===== config.mk =====
export PLATFORM = sky130hd
export DESIGN_NAME = udc_counter
export DESIGN_NICKNAME = d
export VERILOG_FILES = /design/src/core/udc_pkg.sv /design/src/core/udc_counter.sv /design/src/core/udc_step.sv /design/src/core/udc_sync.sv
export SDC_FILE = /design/constraint.sdc
export NUM_CORES = 1
export LEC_CHECK = 0
export BUFFER_PORTS_ARGS = -buffer_cell sky130_fd_sc_hd__buf_2
export CAP_MARGIN = 30
export CORE_ASPECT_RATIO = 0.8
export CORE_MARGIN = 2
export CORE_UTILIZATION = 50
export CTS_CLUSTER_DIAMETER = 120
export DETAILED_ROUTE_END_ITERATION = 10
export PLACE_DENSITY = 0.69
export SETUP_SLACK_MARGIN = 0.02
export SYNTH_ARGS = -nofsm -noshare
export SYNTH_HDL_FRONTEND = slang
export SYNTH_SLANG_ARGS = --single-unit

===== constraint.sdc =====
create_clock -name clock -period 5.35 [get_ports clock]
set_input_delay 0.2675 -clock clock [delete_from_list [all_inputs] [get_ports clock]]
set_output_delay 0.2675 -clock clock [all_outputs]
set_load 0.03 [all_outputs]

===== src/core/udc_pkg.sv =====
/*
 * udc_pkg: shared constants for the up/down interval counter.
 * assumes a single 100 MHz clock domain and a plain register port.
 */
package udc_pkg;
    // ------------------------------------------------------------
    // register map (word index = byte offset)
    // ------------------------------------------------------------
    localparam logic [3:0] UDC_ADDR_CONFIG  = 4'h0;
    localparam logic [3:0] UDC_ADDR_COMMAND = 4'h1;
    localparam logic [3:0] UDC_ADDR_COUNT   = 4'h2;
    localparam logic [3:0] UDC_ADDR_READ    = 4'h3;
    localparam logic [3:0] UDC_ADDR_STATUS  = 4'h4;
    localparam logic [3:0] UDC_ADDR_DIVIDER = 4'h5;

    // config field positions
    localparam int UDC_CFG_GATE_BIT   = 0;
    localparam int UDC_CFG_DIRSRC_BIT = 1;
    localparam int UDC_CFG_DIR_BIT    = 2;
    localparam int UDC_CFG_TBASE_BIT  = 3;
    localparam int UDC_CFG_BCD_BIT    = 4;
    localparam logic [4:0] UDC_CFG_RESET = 5'h00;

    // command field positions
    localparam int UDC_CMD_CODE_LSB   = 0;
    localparam int UDC_CMD_LEVEL_BIT  = 3;
    localparam int UDC_CMD_START_BIT  = 4;
    localparam int UDC_CMD_STOP_BIT   = 5;

    // control codes
    localparam logic [2:0] UDC_CODE_TC_TOGGLE = 3'h0;
    localparam logic [2:0] UDC_CODE_ONE_SHOT  = 3'h1;
    localparam logic [2:0] UDC_CODE_RATE      = 3'h2;
    localparam logic [2:0] UDC_CODE_SQUARE    = 3'h3;
    localparam logic [2:0] UDC_CODE_SW_STROBE = 3'h4;
    localparam logic [2:0] UDC_CODE_HW_STROBE = 3'h5;
    localparam logic [2:0] UDC_CODE_READ      = 3'h6;
    localparam logic [2:0] UDC_CODE_RESET     = 3'h7;

    localparam logic [15:0] UDC_ZERO16       = 16'h0000;
    localparam logic [15:0] UDC_ONE16        = 16'h0001;
    localparam logic [15:0] UDC_DIV_RESET    = 16'h0063;
    localparam logic [3:0]  UDC_DIGIT_NINE   = 4'h9;
    localparam logic [3:0]  UDC_DIGIT_ZERO   = 4'h0;
    localparam logic [3:0]  UDC_DIGIT_ONE    = 4'h1;

    typedef enum logic [2:0] {
        UDC_MODE_TC_TOGGLE,
        UDC_MODE_ONE_SHOT,
        UDC_MODE_RATE,
        UDC_MODE_SQUARE,
        UDC_MODE_SW_STROBE,
        UDC_MODE_HW_STROBE
    } udc_mode_t;
endpackage


===== src/core/udc_counter.sv =====
/*
 * udc_counter: 16-bit up/down interval counter with six output modes,
 * binary or bcd counting, gate and direction pins, register port.
 * assumes one 100 MHz clock, synchronous reset, pins asynchronous.
 */
// Local design decisions: the address map and the plain strobed port.
`timescale 1ns/10ps
module udc_counter
    import udc_pkg::*;
#(
    parameter int WIDTH = 16
) (
    input  wire logic              clock,
    input  wire logic              reset,
    input  wire logic [3:0]        reg_addr,
    input  wire logic [WIDTH-1:0]  reg_wdata,
    input  wire logic              reg_write,
    input  wire logic              reg_read,
    output logic      [WIDTH-1:0]  reg_rdata,
    input  wire logic              gate_pin,
    input  wire logic              source_pin,
    input  wire logic              count_direction_pin,
    output logic                   count_out
);
    import udc_pkg::*;

    // ------------------------------------------------------------
    // state
    // ------------------------------------------------------------
    logic [4:0]       config_ff;
    logic [WIDTH-1:0] load_ff;
    logic [WIDTH-1:0] count_ff;
    logic [WIDTH-1:0] read_ff;
    logic [WIDTH-1:0] div_ff;
    logic [WIDTH-1:0] div_cnt_ff;
    logic [WIDTH-1:0] rdata_ff;
    udc_mode_t        mode_ff;
    logic             started_ff;
    logic             armed_ff;
    logic             running_ff;
    logic             out_ff;
    logic             half_ff;
    logic             pend_low_ff;
    logic             tick_ff;

    logic             nxt_out;
    logic [WIDTH-1:0] nxt_count;
    logic             nxt_running;
    logic             nxt_half;
    logic             nxt_pend_low;
    logic             nxt_armed;

    // ------------------------------------------------------------
    // pin synchronisers
    // ------------------------------------------------------------
    logic gate_lvl;
    logic gate_rise;
    logic src_rise;
    logic dir_lvl;

    udc_sync u_gate (
        .clock (clock),
        .reset (reset),
        .pin   (gate_pin),
        .level (gate_lvl),
        .rise  (gate_rise),
        .fall  ()
    );
    udc_sync u_src (
        .clock (clock),
        .reset (reset),
        .pin   (source_pin),
        .level (),
        .rise  (src_rise),
        .fall  ()
    );
    udc_sync u_dir (
        .clock (clock),
        .reset (reset),
        .pin   (count_direction_pin),
        .level (dir_lvl),
        .rise  (),
        .fall  ()
    );

    // ------------------------------------------------------------
    // register decode
    // ------------------------------------------------------------
    wire wr_config  = reg_write && (reg_addr == UDC_ADDR_CONFIG);
    wire wr_command = reg_write && (reg_addr == UDC_ADDR_COMMAND);
    wire wr_count   = reg_write && (reg_addr == UDC_ADDR_COUNT);
    wire wr_divider = reg_write && (reg_addr == UDC_ADDR_DIVIDER);
    wire [2:0] cmd_code  = reg_wdata[UDC_CMD_CODE_LSB +: 3];
    wire       cmd_level = reg_wdata[UDC_CMD_LEVEL_BIT];
    wire       cmd_start = wr_command && reg_wdata[UDC_CMD_START_BIT];
    wire       cmd_stop  = wr_command && reg_wdata[UDC_CMD_STOP_BIT];
    wire       cmd_setup = wr_command && (cmd_code < UDC_CODE_READ);
    wire       cmd_read  = wr_command && (cmd_code == UDC_CODE_READ);
    wire       cmd_reset = wr_command && (cmd_code == UDC_CODE_RESET);

    wire gate_mode   = config_ff[UDC_CFG_GATE_BIT];
    wire dir_src     = config_ff[UDC_CFG_DIRSRC_BIT];
    wire dir_sw      = config_ff[UDC_CFG_DIR_BIT];
    wire use_tbase   = config_ff[UDC_CFG_TBASE_BIT];
    wire bcd_sel     = config_ff[UDC_CFG_BCD_BIT];

    wire count_up    = dir_src ? dir_lvl : dir_sw;

    // ------------------------------------------------------------
    // count clock: internal timebase divider or source pin edge
    // ------------------------------------------------------------
    wire div_wrap = (div_cnt_ff == UDC_ZERO16);
    wire cnt_tick = use_tbase ? tick_ff : src_rise;

    // ------------------------------------------------------------
    // enables per mode
    // ------------------------------------------------------------
    wire gate_ok   = gate_mode ? gate_lvl : 1'b1;
    wire strobe_md = (mode_ff == UDC_MODE_SW_STROBE) || (mode_ff == UDC_MODE_HW_STROBE);
    wire gated_md  = (mode_ff == UDC_MODE_TC_TOGGLE) || (mode_ff == UDC_MODE_SW_STROBE);
    // mode 0 and 4 hold the count while gate is low, whatever the gate select
    wire mode_gate = gated_md ? gate_lvl : 1'b1;
    wire trig_md   = (mode_ff == UDC_MODE_ONE_SHOT) || (mode_ff == UDC_MODE_HW_STROBE);
    wire enable    = started_ff && gate_ok && mode_gate && running_ff;
    wire step      = enable && cnt_tick;

    logic [WIDTH-1:0] stepped;
    udc_step u_step (
        .value                (count_ff),
        .count_up             (count_up),
        .decimal_count_select (bcd_sel),
        .result               (stepped)
    );

    // a load of zero runs the full range, as with a wrapping down-counter
    wire at_one   = (count_ff == UDC_ONE16);
    wire at_zero  = (count_ff == UDC_ZERO16);
    wire at_tc    = count_up ? (stepped == load_ff) : at_one;
    wire [WIDTH-1:0] half_load = {1'b0, load_ff[WIDTH-1:1]};
    wire half_tc  = count_up ? (stepped == half_load) : (count_ff == half_load + UDC_ONE16);

    // ------------------------------------------------------------
    // mode engine
    // ------------------------------------------------------------
    always_comb begin
        nxt_out      = out_ff;
        nxt_count    = count_ff;
        nxt_running  = running_ff;
        nxt_half     = half_ff;
        nxt_pend_low = 1'b0;
        nxt_armed    = armed_ff;
        if (cmd_setup) begin
            nxt_count   = count_up ? UDC_ZERO16 : load_ff;
            nxt_half    = 1'b0;
            nxt_armed   = 1'b0;
            nxt_running = (cmd_code != UDC_CODE_ONE_SHOT) && (cmd_code != UDC_CODE_HW_STROBE);
            case (cmd_code)
                UDC_CODE_TC_TOGGLE: nxt_out = 1'b0;
                default:            nxt_out = 1'b1;
            endcase
        end else if (cmd_reset) begin
            nxt_out = cmd_level;
        end else begin
            // one-shot arms on gate rise, then output falls on the next count clock
            if (trig_md && started_ff && gate_rise) begin
                nxt_armed = 1'b1;
                nxt_count = count_up ? UDC_ZERO16 : load_ff;
            end
            if (armed_ff && cnt_tick) begin
                nxt_armed   = 1'b0;
                nxt_running = 1'b1;
                if (mode_ff == UDC_MODE_ONE_SHOT) begin
                    nxt_out = 1'b0;
                end
            end
            if (pend_low_ff) begin
                nxt_out = 1'b1;
            end
            if (step) begin
                nxt_count = stepped;
                case (mode_ff)
                    UDC_MODE_TC_TOGGLE: begin
                        if (at_tc) nxt_out = 1'b1;
                    end
                    UDC_MODE_ONE_SHOT: begin
                        if (at_tc) begin
                            nxt_out     = 1'b1;
                            nxt_running = 1'b0;
                        end
                    end
                    UDC_MODE_RATE: begin
                        if (at_tc) begin
                            nxt_out      = 1'b0;
                            nxt_pend_low = 1'b1;
                            nxt_count    = count_up ? UDC_ZERO16 : load_ff;
                        end
                    end
                    UDC_MODE_SQUARE: begin
                        if (at_tc) begin
                            nxt_out   = 1'b1;
                            nxt_half  = 1'b0;
                            nxt_count = count_up ? UDC_ZERO16 : load_ff;
                        end else if (!half_ff && half_tc) begin
                            nxt_out  = 1'b0;
                            nxt_half = 1'b1;
                        end
                    end
                    UDC_MODE_SW_STROBE,
                    UDC_MODE_HW_STROBE: begin
                        if (at_tc) begin
                            nxt_out      = 1'b0;
                            nxt_pend_low = 1'b1;
                            nxt_running  = 1'b0;
                        end
                    end
                    default: nxt_out = out_ff;
                endcase
            end
        end
    end

    // pending low lasts until the next count clock for the rate and strobe modes
    wire hold_low = pend_low_ff && !cnt_tick && !cmd_setup && !cmd_reset;

    // ------------------------------------------------------------
    // registers
    // ------------------------------------------------------------
    always_ff @(posedge clock) begin
        if (reset) begin
            config_ff  <= UDC_CFG_RESET;
            load_ff    <= UDC_ZERO16;
            div_ff     <= UDC_DIV_RESET;
            mode_ff    <= UDC_MODE_TC_TOGGLE;
            started_ff <= 1'b0;
        end else begin
            if (wr_config)  config_ff <= reg_wdata[4:0];
            if (wr_count)   load_ff   <= reg_wdata;
            if (wr_divider) div_ff    <= reg_wdata;
            if (cmd_setup)  mode_ff   <= udc_mode_t'(cmd_code);
            if (cmd_start)  started_ff <= 1'b1;
            else if (cmd_stop) started_ff <= 1'b0;
        end
    end

    always_ff @(posedge clock) begin
        if (reset) begin
            div_cnt_ff <= UDC_ZERO16;
            tick_ff    <= 1'b0;
        end else begin
            div_cnt_ff <= div_wrap ? div_ff : div_cnt_ff - UDC_ONE16;
            tick_ff    <= div_wrap;
        end
    end

    always_ff @(posedge clock) begin
        if (reset) begin
            count_ff    <= UDC_ZERO16;
            out_ff      <= 1'b0;
            running_ff  <= 1'b1;
            half_ff     <= 1'b0;
            armed_ff    <= 1'b0;
            pend_low_ff <= 1'b0;
        end else begin
            count_ff    <= nxt_count;
            out_ff      <= hold_low ? 1'b0 : nxt_out;
            running_ff  <= nxt_running;
            half_ff     <= nxt_half;
            armed_ff    <= nxt_armed;
            pend_low_ff <= hold_low ? 1'b1 : nxt_pend_low;
        end
    end

    // ------------------------------------------------------------
    // readback
    // ------------------------------------------------------------
    wire [WIDTH-1:0] status_word = {{(WIDTH-5){1'b0}}, half_ff, armed_ff,
                                    running_ff, started_ff, out_ff};
    logic [WIDTH-1:0] rd_mux;
    always_comb begin
        case (reg_addr)
            UDC_ADDR_CONFIG:  rd_mux = {{(WIDTH-5){1'b0}}, config_ff};
            UDC_ADDR_COUNT:   rd_mux = load_ff;
            UDC_ADDR_READ:    rd_mux = read_ff;
            UDC_ADDR_STATUS:  rd_mux = status_word;
            UDC_ADDR_DIVIDER: rd_mux = div_ff;
            default:          rd_mux = UDC_ZERO16;
        endcase
    end

    always_ff @(posedge clock) begin
        if (reset) begin
            read_ff  <= UDC_ZERO16;
            rdata_ff <= UDC_ZERO16;
        end else begin
            if (cmd_read) read_ff <= count_ff;
            rdata_ff <= reg_read ? rd_mux : UDC_ZERO16;
        end
    end

    assign reg_rdata = rdata_ff;
    assign count_out = out_ff;
endmodule


===== src/core/udc_step.sv =====
/*
 * udc_step: one up or down step of a binary or four-decade bcd count.
 * assumes bcd input digits are legal when bcd is selected.
 */
`timescale 1ns/10ps
module udc_step
    import udc_pkg::*;
(
    input  wire logic [15:0] value,
    input  wire logic        count_up,
    input  wire logic        decimal_count_select,
    output logic      [15:0] result
);
    logic [15:0] bin_res;
    logic [15:0] bcd_res;
    logic [4:0]  carry;

    assign bin_res  = count_up ? value + UDC_ONE16 : value - UDC_ONE16;
    assign carry[0] = 1'b1;

    // ------------------------------------------------------------
    // per-decade roll between nine and zero
    // ------------------------------------------------------------
    genvar d;
    generate
        for (d = 0; d < 4; d++) begin : g_digit
            wire [3:0] dig;
            wire       at_edge;
            assign dig     = value[4*d +: 4];
            assign at_edge = count_up ? (dig == UDC_DIGIT_NINE) : (dig == UDC_DIGIT_ZERO);
            assign bcd_res[4*d +: 4] = !carry[d] ? dig :
                                       at_edge ? (count_up ? UDC_DIGIT_ZERO : UDC_DIGIT_NINE) :
                                       (count_up ? dig + UDC_DIGIT_ONE
                                                 : dig - UDC_DIGIT_ONE);
            assign carry[d+1] = carry[d] & at_edge;
        end
    endgenerate

    assign result = decimal_count_select ? bcd_res : bin_res;
endmodule


===== src/core/udc_sync.sv =====
/*
 * udc_sync: two-flop synchroniser with rise and fall detect on the
 * synchronised level. assumes input is asynchronous to clock.
 */
`timescale 1ns/10ps
module udc_sync (
    input  wire logic clock,
    input  wire logic reset,
    input  wire logic pin,
    output logic      level,
    output logic      rise,
    output logic      fall
);
    logic meta_ff;
    logic sync_ff;
    logic last_ff;

    always_ff @(posedge clock) begin
        if (reset) begin
            meta_ff <= 1'b0;
            sync_ff <= 1'b0;
            last_ff <= 1'b0;
        end else begin
            meta_ff <= pin;
            sync_ff <= meta_ff;
            last_ff <= sync_ff;
        end
    end

    // edges look only at the second flop onward
    assign level = sync_ff;
    assign rise  = sync_ff & ~last_ff;
    assign fall  = ~sync_ff & last_ff;
endmodule


### After elaboration in Yosys (flattened, before gate mapping)

Cells that the tools add are included.

| cells by class | value |
|---|---|
| $add $sub $neg | 12 |
| $lt $le $gt $ge | 1 |
| equality and inequality tests | 24 |
| mux-type cells | 63 |
| bitwise logic cells | 8 |
| reduce and logical (&&, ||, !) cells | 49 |

Operator list:

| cell | number |
|---|---|
| $mux W16 | 10 |
| $pmux W16 S5 | 1 |
| $mux W4 | 12 |
| $mux W1 | 39 |
| $eq A16 B16 Y1 | 2 |
| $sub A16 B1 Y16 const B | 2 |
| $logic_and A1 B1 Y1 | 21 |
| $logic_not A4 Y1 | 5 |
| $add A15 B1 Y16 const B | 1 |
| $add A16 B1 Y16 const B | 1 |
| $add A4 B1 Y4 const B | 4 |
| $eq A16 B1 Y1 const B | 1 |
| $eq A16 B15 Y1 | 1 |
| $eq A4 B4 Y1 const B | 4 |
| $logic_not A16 Y1 | 1 |
| $sub A4 B1 Y4 const B | 4 |
| $eq A3 B3 Y1 const B | 4 |
| $reduce_or A2 Y1 | 5 |
| $eq A4 B2 Y1 const B | 2 |
| $eq A4 B3 Y1 const B | 2 |
| $eq A3 B2 Y1 const B | 2 |
| $logic_not A3 Y1 | 2 |
| $ne A6 B5 Y1 const B | 1 |
| $reduce_bool A2 Y1 | 3 |
| other kinds (15) | 27 |

| storage, ports and cells | value |
|---|---|
| register bits | 119 |
| input bits | 27 |

### Depth between registers and ports, before layout

| logic depth | value |
|---|---|
| depth in word-level cells | 15 |
| mapped depth | 18 |
| depth with buffers taken out | 13 |

### Modules after synthesis

From an unflattened synthesis, not the netlist that was laid out.

| second synthesis, totals | value |
|---|---|
| cells, all modules | 940 |
| area total of the unflattened synthesis | 7,586.0 sq um |

By module, submodules not included:

| module | times used | cells an instance | area an instance (sq um) | seq. area each (sq um) |
|---|---|---|---|---|
| udc_counter | 1 | 710 | 5,850.6 | 2,222.1 |
| udc_step | 1 | 206 | 1,461.4 | 0.0 |
| udc_sync | 3 | 8 | 91.3 | 60.1 |

### Least setup slack after synthesis

Ideal clock, no wire load.

| path | value |
|---|---|
| kind | register to register |
| start point | reg config_ff[1] |
| end point | reg out_ff, in the netlist count_out |
| data arrival time | 4.376 ns |
| data required time | 5.230 ns |
| setup slack | 0.854 ns |
| cell stages (with the launch flop) | 16 |
| buffers on the path | 3 |
| period minus slack after synthesis | 4.496 ns |
| path through | dfxtp_1 > mux2i_2 > clkbuf_1 > clkbuf_1 > clkbuf_1 > ha_1 > a21o_1 > a21oi_1 > o21ai_0 > a21o_1 > a31oi_1 > nand3_1 > or4_1 > o41ai_1 > a211oi_1 > o31a_1 |

| between the ends | value |
|---|---|
| word-level cells in the longest chain between the ends | 15 |
| elaborated cells on any way between the ends | 34 |
| classes of those cells | eq/ne (2); mux (29); bitwise (2); reduce/logical (1) |

Ends and longest elaborated chain:

| element | RTL line | source |
|---|---|---|
| start: declaration | udc_counter.sv:30 | `logic [4:0] config_ff;` |
| start signal: assignment | udc_counter.sv:236 | `if (wr_config) config_ff <= reg_wdata[4:0];` |
| $mux W1 (*) | udc_counter.sv:107 | `wire count_up = dir_src ? dir_lvl : dir_sw;` |
| $mux W1 | udc_step.sv:30 | `assign at_edge = count_up ? (dig == UDC_DIGIT_NINE) : (dig == UDC_DIGIT_ZERO);` |
| $and A1 B1 Y1 (2 in series) | udc_step.sv:35 | `assign carry[d+1] = carry[d] & at_edge;` |
| $mux W4 | udc_step.sv:31 | `assign bcd_res[4*d +: 4] = !carry[d] ? dig :` |
| $mux W16 | udc_step.sv:39 | `assign result = decimal_count_select ? bcd_res : bin_res;` |
| $eq A16 B15 Y1 | udc_counter.sv:140 | `wire half_tc = count_up ? (stepped == half_load) : (count_ff == half_load + UDC_ONE16);` |
| $mux W1 | udc_counter.sv:140 |  |
| $logic_and A1 B1 Y1 | udc_counter.sv:203 | `end else if (!half_ff && half_tc) begin` |
| $mux W1 | udc_counter.sv:203 |  |
| $mux W1 | udc_counter.sv:199 | `if (at_tc) begin` |
| $pmux W1 S3 (*) | udc_counter.sv:181 | `case (mode_ff)` |
| $mux W1 (*) | udc_counter.sv:179 | `if (step) begin` |
| $mux W1 (*) | udc_counter.sv:161 | `end else if (cmd_reset) begin` |
| $mux W1 (*) | udc_counter.sv:152 | `if (cmd_setup) begin` |
| end signal: assignment | udc_counter.sv:265 | `out_ff <= hold_low ? 1'b0 : nxt_out;` |
| end: declaration | udc_counter.sv:41 | `logic out_ff;` |

Every way passes the cells marked *; elsewhere a longest branch is shown, timed or not.
A chain may end at the register's enable or synchronous reset.

### Worst setup path in the final report

| path | value |
|---|---|
| start point | reg config_ff[1] |
| end point | reg count_ff[10] |

| between the ends | value |
|---|---|
| word-level cells in the longest chain between the ends | 13 |
| elaborated cells on any way between the ends | 30 |
| classes of those cells | eq/ne (1); mux (27); bitwise (2) |

Ends and longest elaborated chain:

| element | RTL line | source |
|---|---|---|
| $mux W1 (*) | udc_counter.sv:107 |  |
| $mux W1 | udc_step.sv:30 |  |
| $and A1 B1 Y1 (2 in series) | udc_step.sv:35 |  |
| $mux W4 | udc_step.sv:31 |  |
| $mux W16 | udc_step.sv:39 |  |
| $eq A16 B16 Y1 | udc_counter.sv:138 | `wire at_tc = count_up ? (stepped == load_ff) : at_one;` |
| $mux W1 | udc_counter.sv:138 |  |
| $mux W16 | udc_counter.sv:192, udc_counter.sv:199 |  |
| $mux W16 | - |  |
| $mux W16 | udc_counter.sv:179 |  |
| $mux W16 | udc_counter.sv:161 |  |
| $mux W16 (*) | udc_counter.sv:152 |  |
| end signal: assignment | udc_counter.sv:264 | `count_ff <= nxt_count;` |
| end: declaration | udc_counter.sv:32 | `logic [WIDTH-1:0] count_ff;` |

Every way passes the cells marked *; elsewhere a longest branch is shown, timed or not. The select of a mux whose other input is x is not followed.

==> summary.md <==
| Metric | Value |
|---|---|
| Outcome | finished, final reports clean |
| Final setup fails | 0 |
| Fin crit period | roughly 4.7 ns |
| Reg power frac | 0.390 |
| Yosys top cell area share | 0.297 |
| CTS clock-pin slew for the worst setup and hold paths | roughly 0.06 ns |
| WS Path Type | reg2reg |
| GPL Wtd Cong | ~0.97 |
| Worst-path cell chain | mux2i_4 -> inv_2 -> buf_4 -> fa_1 -> xor2_1 -> a2bb2oi_1 -> xnor2_1 -> nor4_1 -> nand4_1 -> o31ai_4 -> a21boi_2 -> buf_8 -> or3_1 -> a311oi_1 |
| Synth Warn # | 0 |
| CP Capture Type | register |
| Delay-heaviest family, CP | compound AO/OA/AOI/OAI gates |
| VDD IR-drop max | around 210 uV |
| Total clock buffers created by CTS | 17 |
| Final HPWL DP | about 17 mm |
| Post-Synthesis Cells | between 1k and 1.5k |
| Place WS | roughly 0.73 ns |
| Total chip power | ~2.5 mW |
| Total wire length | 24.5 mm |
| # DRC | 0 |
| Placeable Area | between 0.015 and 0.02 mm2 |
| Cell area after synthesis | between 0.008 and 0.009 mm2 |
| Post-synth ARST share | 0 |
| Layout area overhead | 10.9% |
| Max-slew violations | 0 |
| Vias | 8,219 |
| Pin count of the biggest net entering global routing | 73 |
| Latest clock arrival within the worst-skew pair | 0.42 ns |
| Initial Util | 0.510 |
| Pwr dens | ~280 mW/mm2 |
| Clock power frac | 0.417 |
| TritonCTS clock tree | built |
| Max Clk Rate | about 0.21 GHz |
| Full die area | 0.0171 mm2 |
| Finished Core Util | 0.565 |
| Min-delay worst type | in2reg |
| Relative slew slack | 0.350 |
| Die height | between 100 and 150 um |
| Yosys reg bits | about 120 |
| EDFF count, synth | 0 |
| Syn Area/Cell | 7.45 um2 |
| Combinational family with the most area after synthesis | simple AND/OR/NAND/NOR gates |
| Gate power share | 0.193 |
| Synth Area in Adders | 0.0318 |
| Wire length per cell | roughly 19 um |
| Commonest cells in the netlist | 173 x nand2_1, 119 x dfxtp_1, 103 x a21oi_1 |
| Initial DRC Count | roughly 1k |
| Post-CTS Setup Repair Bufs | 0 |
| Area leader, netlist | dfxtp_1 |
| Hold Slack | ~0.062 ns |
| Vias in the first global route | roughly 7.2k |
| Crit-path slowest cell | mux2i_4 |
| GRT Total Usage | 0.281 |
| Final ANT Viol Nets | 0 |
| Crit share post-route | 0.875 |
| Synth area leaders | dfxtp_1 30%, nand2_1 8.1%, a21oi_1 6.4% |
| Seq/Total Area, Yosys | 0.297 |
| TNS Setup | 0 ns |
| Final hold viol count | 0 |
| CP peak stage delay | 0.62 ns |
| Clk_skew | about 0.0097 ns |
| I/O Pins | 44 |
| Std cell rows | 41 |
| Internal cell power | between 1.5 and 2 mW |
| Clock Sinks | about 120 |
| Grt total ovfl | 0 |
| Mux cell area share after synthesis | 0.0226 |
| Simple logic cell fraction of the synthesized area | 0.287 |
| First-pass GRT wire length | 38.9 mm |
| # fillers | about 1.5k |
| Synth Area in XOR/XNOR | 0.0785 |
| # port buffers | between 40 and 50 |
| Clk buf depth | 2 |
| Fin nets | 1,114 |
| Worst setup SP type | register |
| Switching power | roughly 0.78 mW |
| Synth Area in Compound Gates | 0.227 |
| Ant. Diodes | 0 |
| Layout cells sized above 1 | 0.104 |
| Main synth FF type | dfxtp_1 |
| Switching Fraction | 0.309 |
| Antenna violations before repair | 0 |
| Setup ws final | approximately 0.67 ns |
| Post_cts resized | 0 |
| Most frequent cell after synthesis | nand2_1 |
| Arr. time, crit path | around 5 ns |
| Hold-fix buffers, CTS | 0 |
| Crit-path max FO | 22 |
| Setup repair after global routing missed its margin | false |
| Distinct cells, synth | between 80 and 90 |
| Crit path buf inv count | 3 |
| Syn_nets | 1,123 |
| Vias per cell | 6.34 |
| CP required | 5.67 ns |
| Pleak | between 3 and 4 nW |
| Clock tree root buffer cell | clkbuf_16 |
| Chip Width | 146 um |
| Maximum Capacitance Violations | 0 |
| Pre-Repair DR Iteration Count | 7 |
| Slew @ Worst Pin | 0.974 ns |
| H-Tree Depth | 4 |
==> per-layer routing <==
metal  track usage  vias to the layer above  wire, um
met2         0.409                      423     10500
met4        0.0797                        0       386
li1              -                     3891         -
met5             0                        -         0
met3        0.0603                       46      2380
met1         0.416                     3859     11200
==> layout by cell type, fill, tap and decap left out, types with 10 or more instances in the layout <==
cell	netlist	layout
nand2_1	173	173
dfxtp_1	119	119
a21oi_1	103	103
nor2_1	83	83
xnor2_1	47	47
nand3_1	45	45
buf_2	5	42
nor3_1	31	31
a211oi_1	28	28
o21ai_0	27	27
xor2_1	25	25
nor4_1	23	23
inv_1	20	20
a22oi_1	20	20
or3_1	18	18
buf_4	3	18
nand4_1	17	17
clkbuf_16	0	17
ha_1	14	14
a311oi_1	13	13
nor2b_1	12	12
mux2i_1	10	10
==> cells by family (layout without fill, tap and decap cells) <==
family	Yosys count	in the layout
AO/OA/AOI/OAI	271	271
XOR/XNOR	72	72
buffers and inverters	114	118
multiplexers	17	17
AND/OR/NAND/NOR	467	467
adder cells (fa/ha/maj)	18	18
flip-flops	119	119
==> worst paths after layout <==
| path | cells after the start | startpoint | end | slack (ns) |
|---|---|---|---|---|
| max | 14 | config_ff[1] | count_ff[10] | 0.67 |
| min | 2 | count_direction_pin | u_dir.meta_ff | 0.06 |
| max reg2reg | 14 | config_ff[1] | count_ff[10] | 0.67 |
| min reg2reg | 1 | u_gate.meta_ff | u_gate.level | 0.44 |
==> flip-flops by register name, indices dropped and copies added, names as in the netlist, 3 cells and up <==
register and count:
count_ff 16, div_cnt_ff 16, div_ff 16, load_ff 16, read_ff 16, reg_rdata 16
config_ff 5, mode_ff 3
==> power by group through the flow <==
| stage | clock [mW] | sequential (mW) | combinational [mW] |
|---|---|---|---|
| finish | 1.05 | 0.985 | 0.487 |
| global route | 1.10 | 0.992 | 0.531 |
| CTS | 1.06 | 0.984 | 0.470 |
| detailed placement | 0 | 1.00 | 0.466 |
| global placement | 0 | 1.00 | 0.460 |
| floorplan | 0 | 0.985 | 0.357 |
==> stage by stage <==
step	instances	area, um2
floorplan	1078	8030
global placement	1263	8320
detailed placement	1264	8340
CTS	1296	8890
global route	1297	8900
finish	1297	8900
==> final cells by class <==
class	instances	area (um2)	share of cell area
inverter	23	86.3	0.00970
clock inverter	13	97.6	0.0110
clock buffer	19	453	0.0509
tap	215	269	0.0302
timing repair buffer	63	395	0.0444
sequential	119	2380	0.268
multi-input combinational	845	5220	0.586
Power figures use the tool's default switching activity.
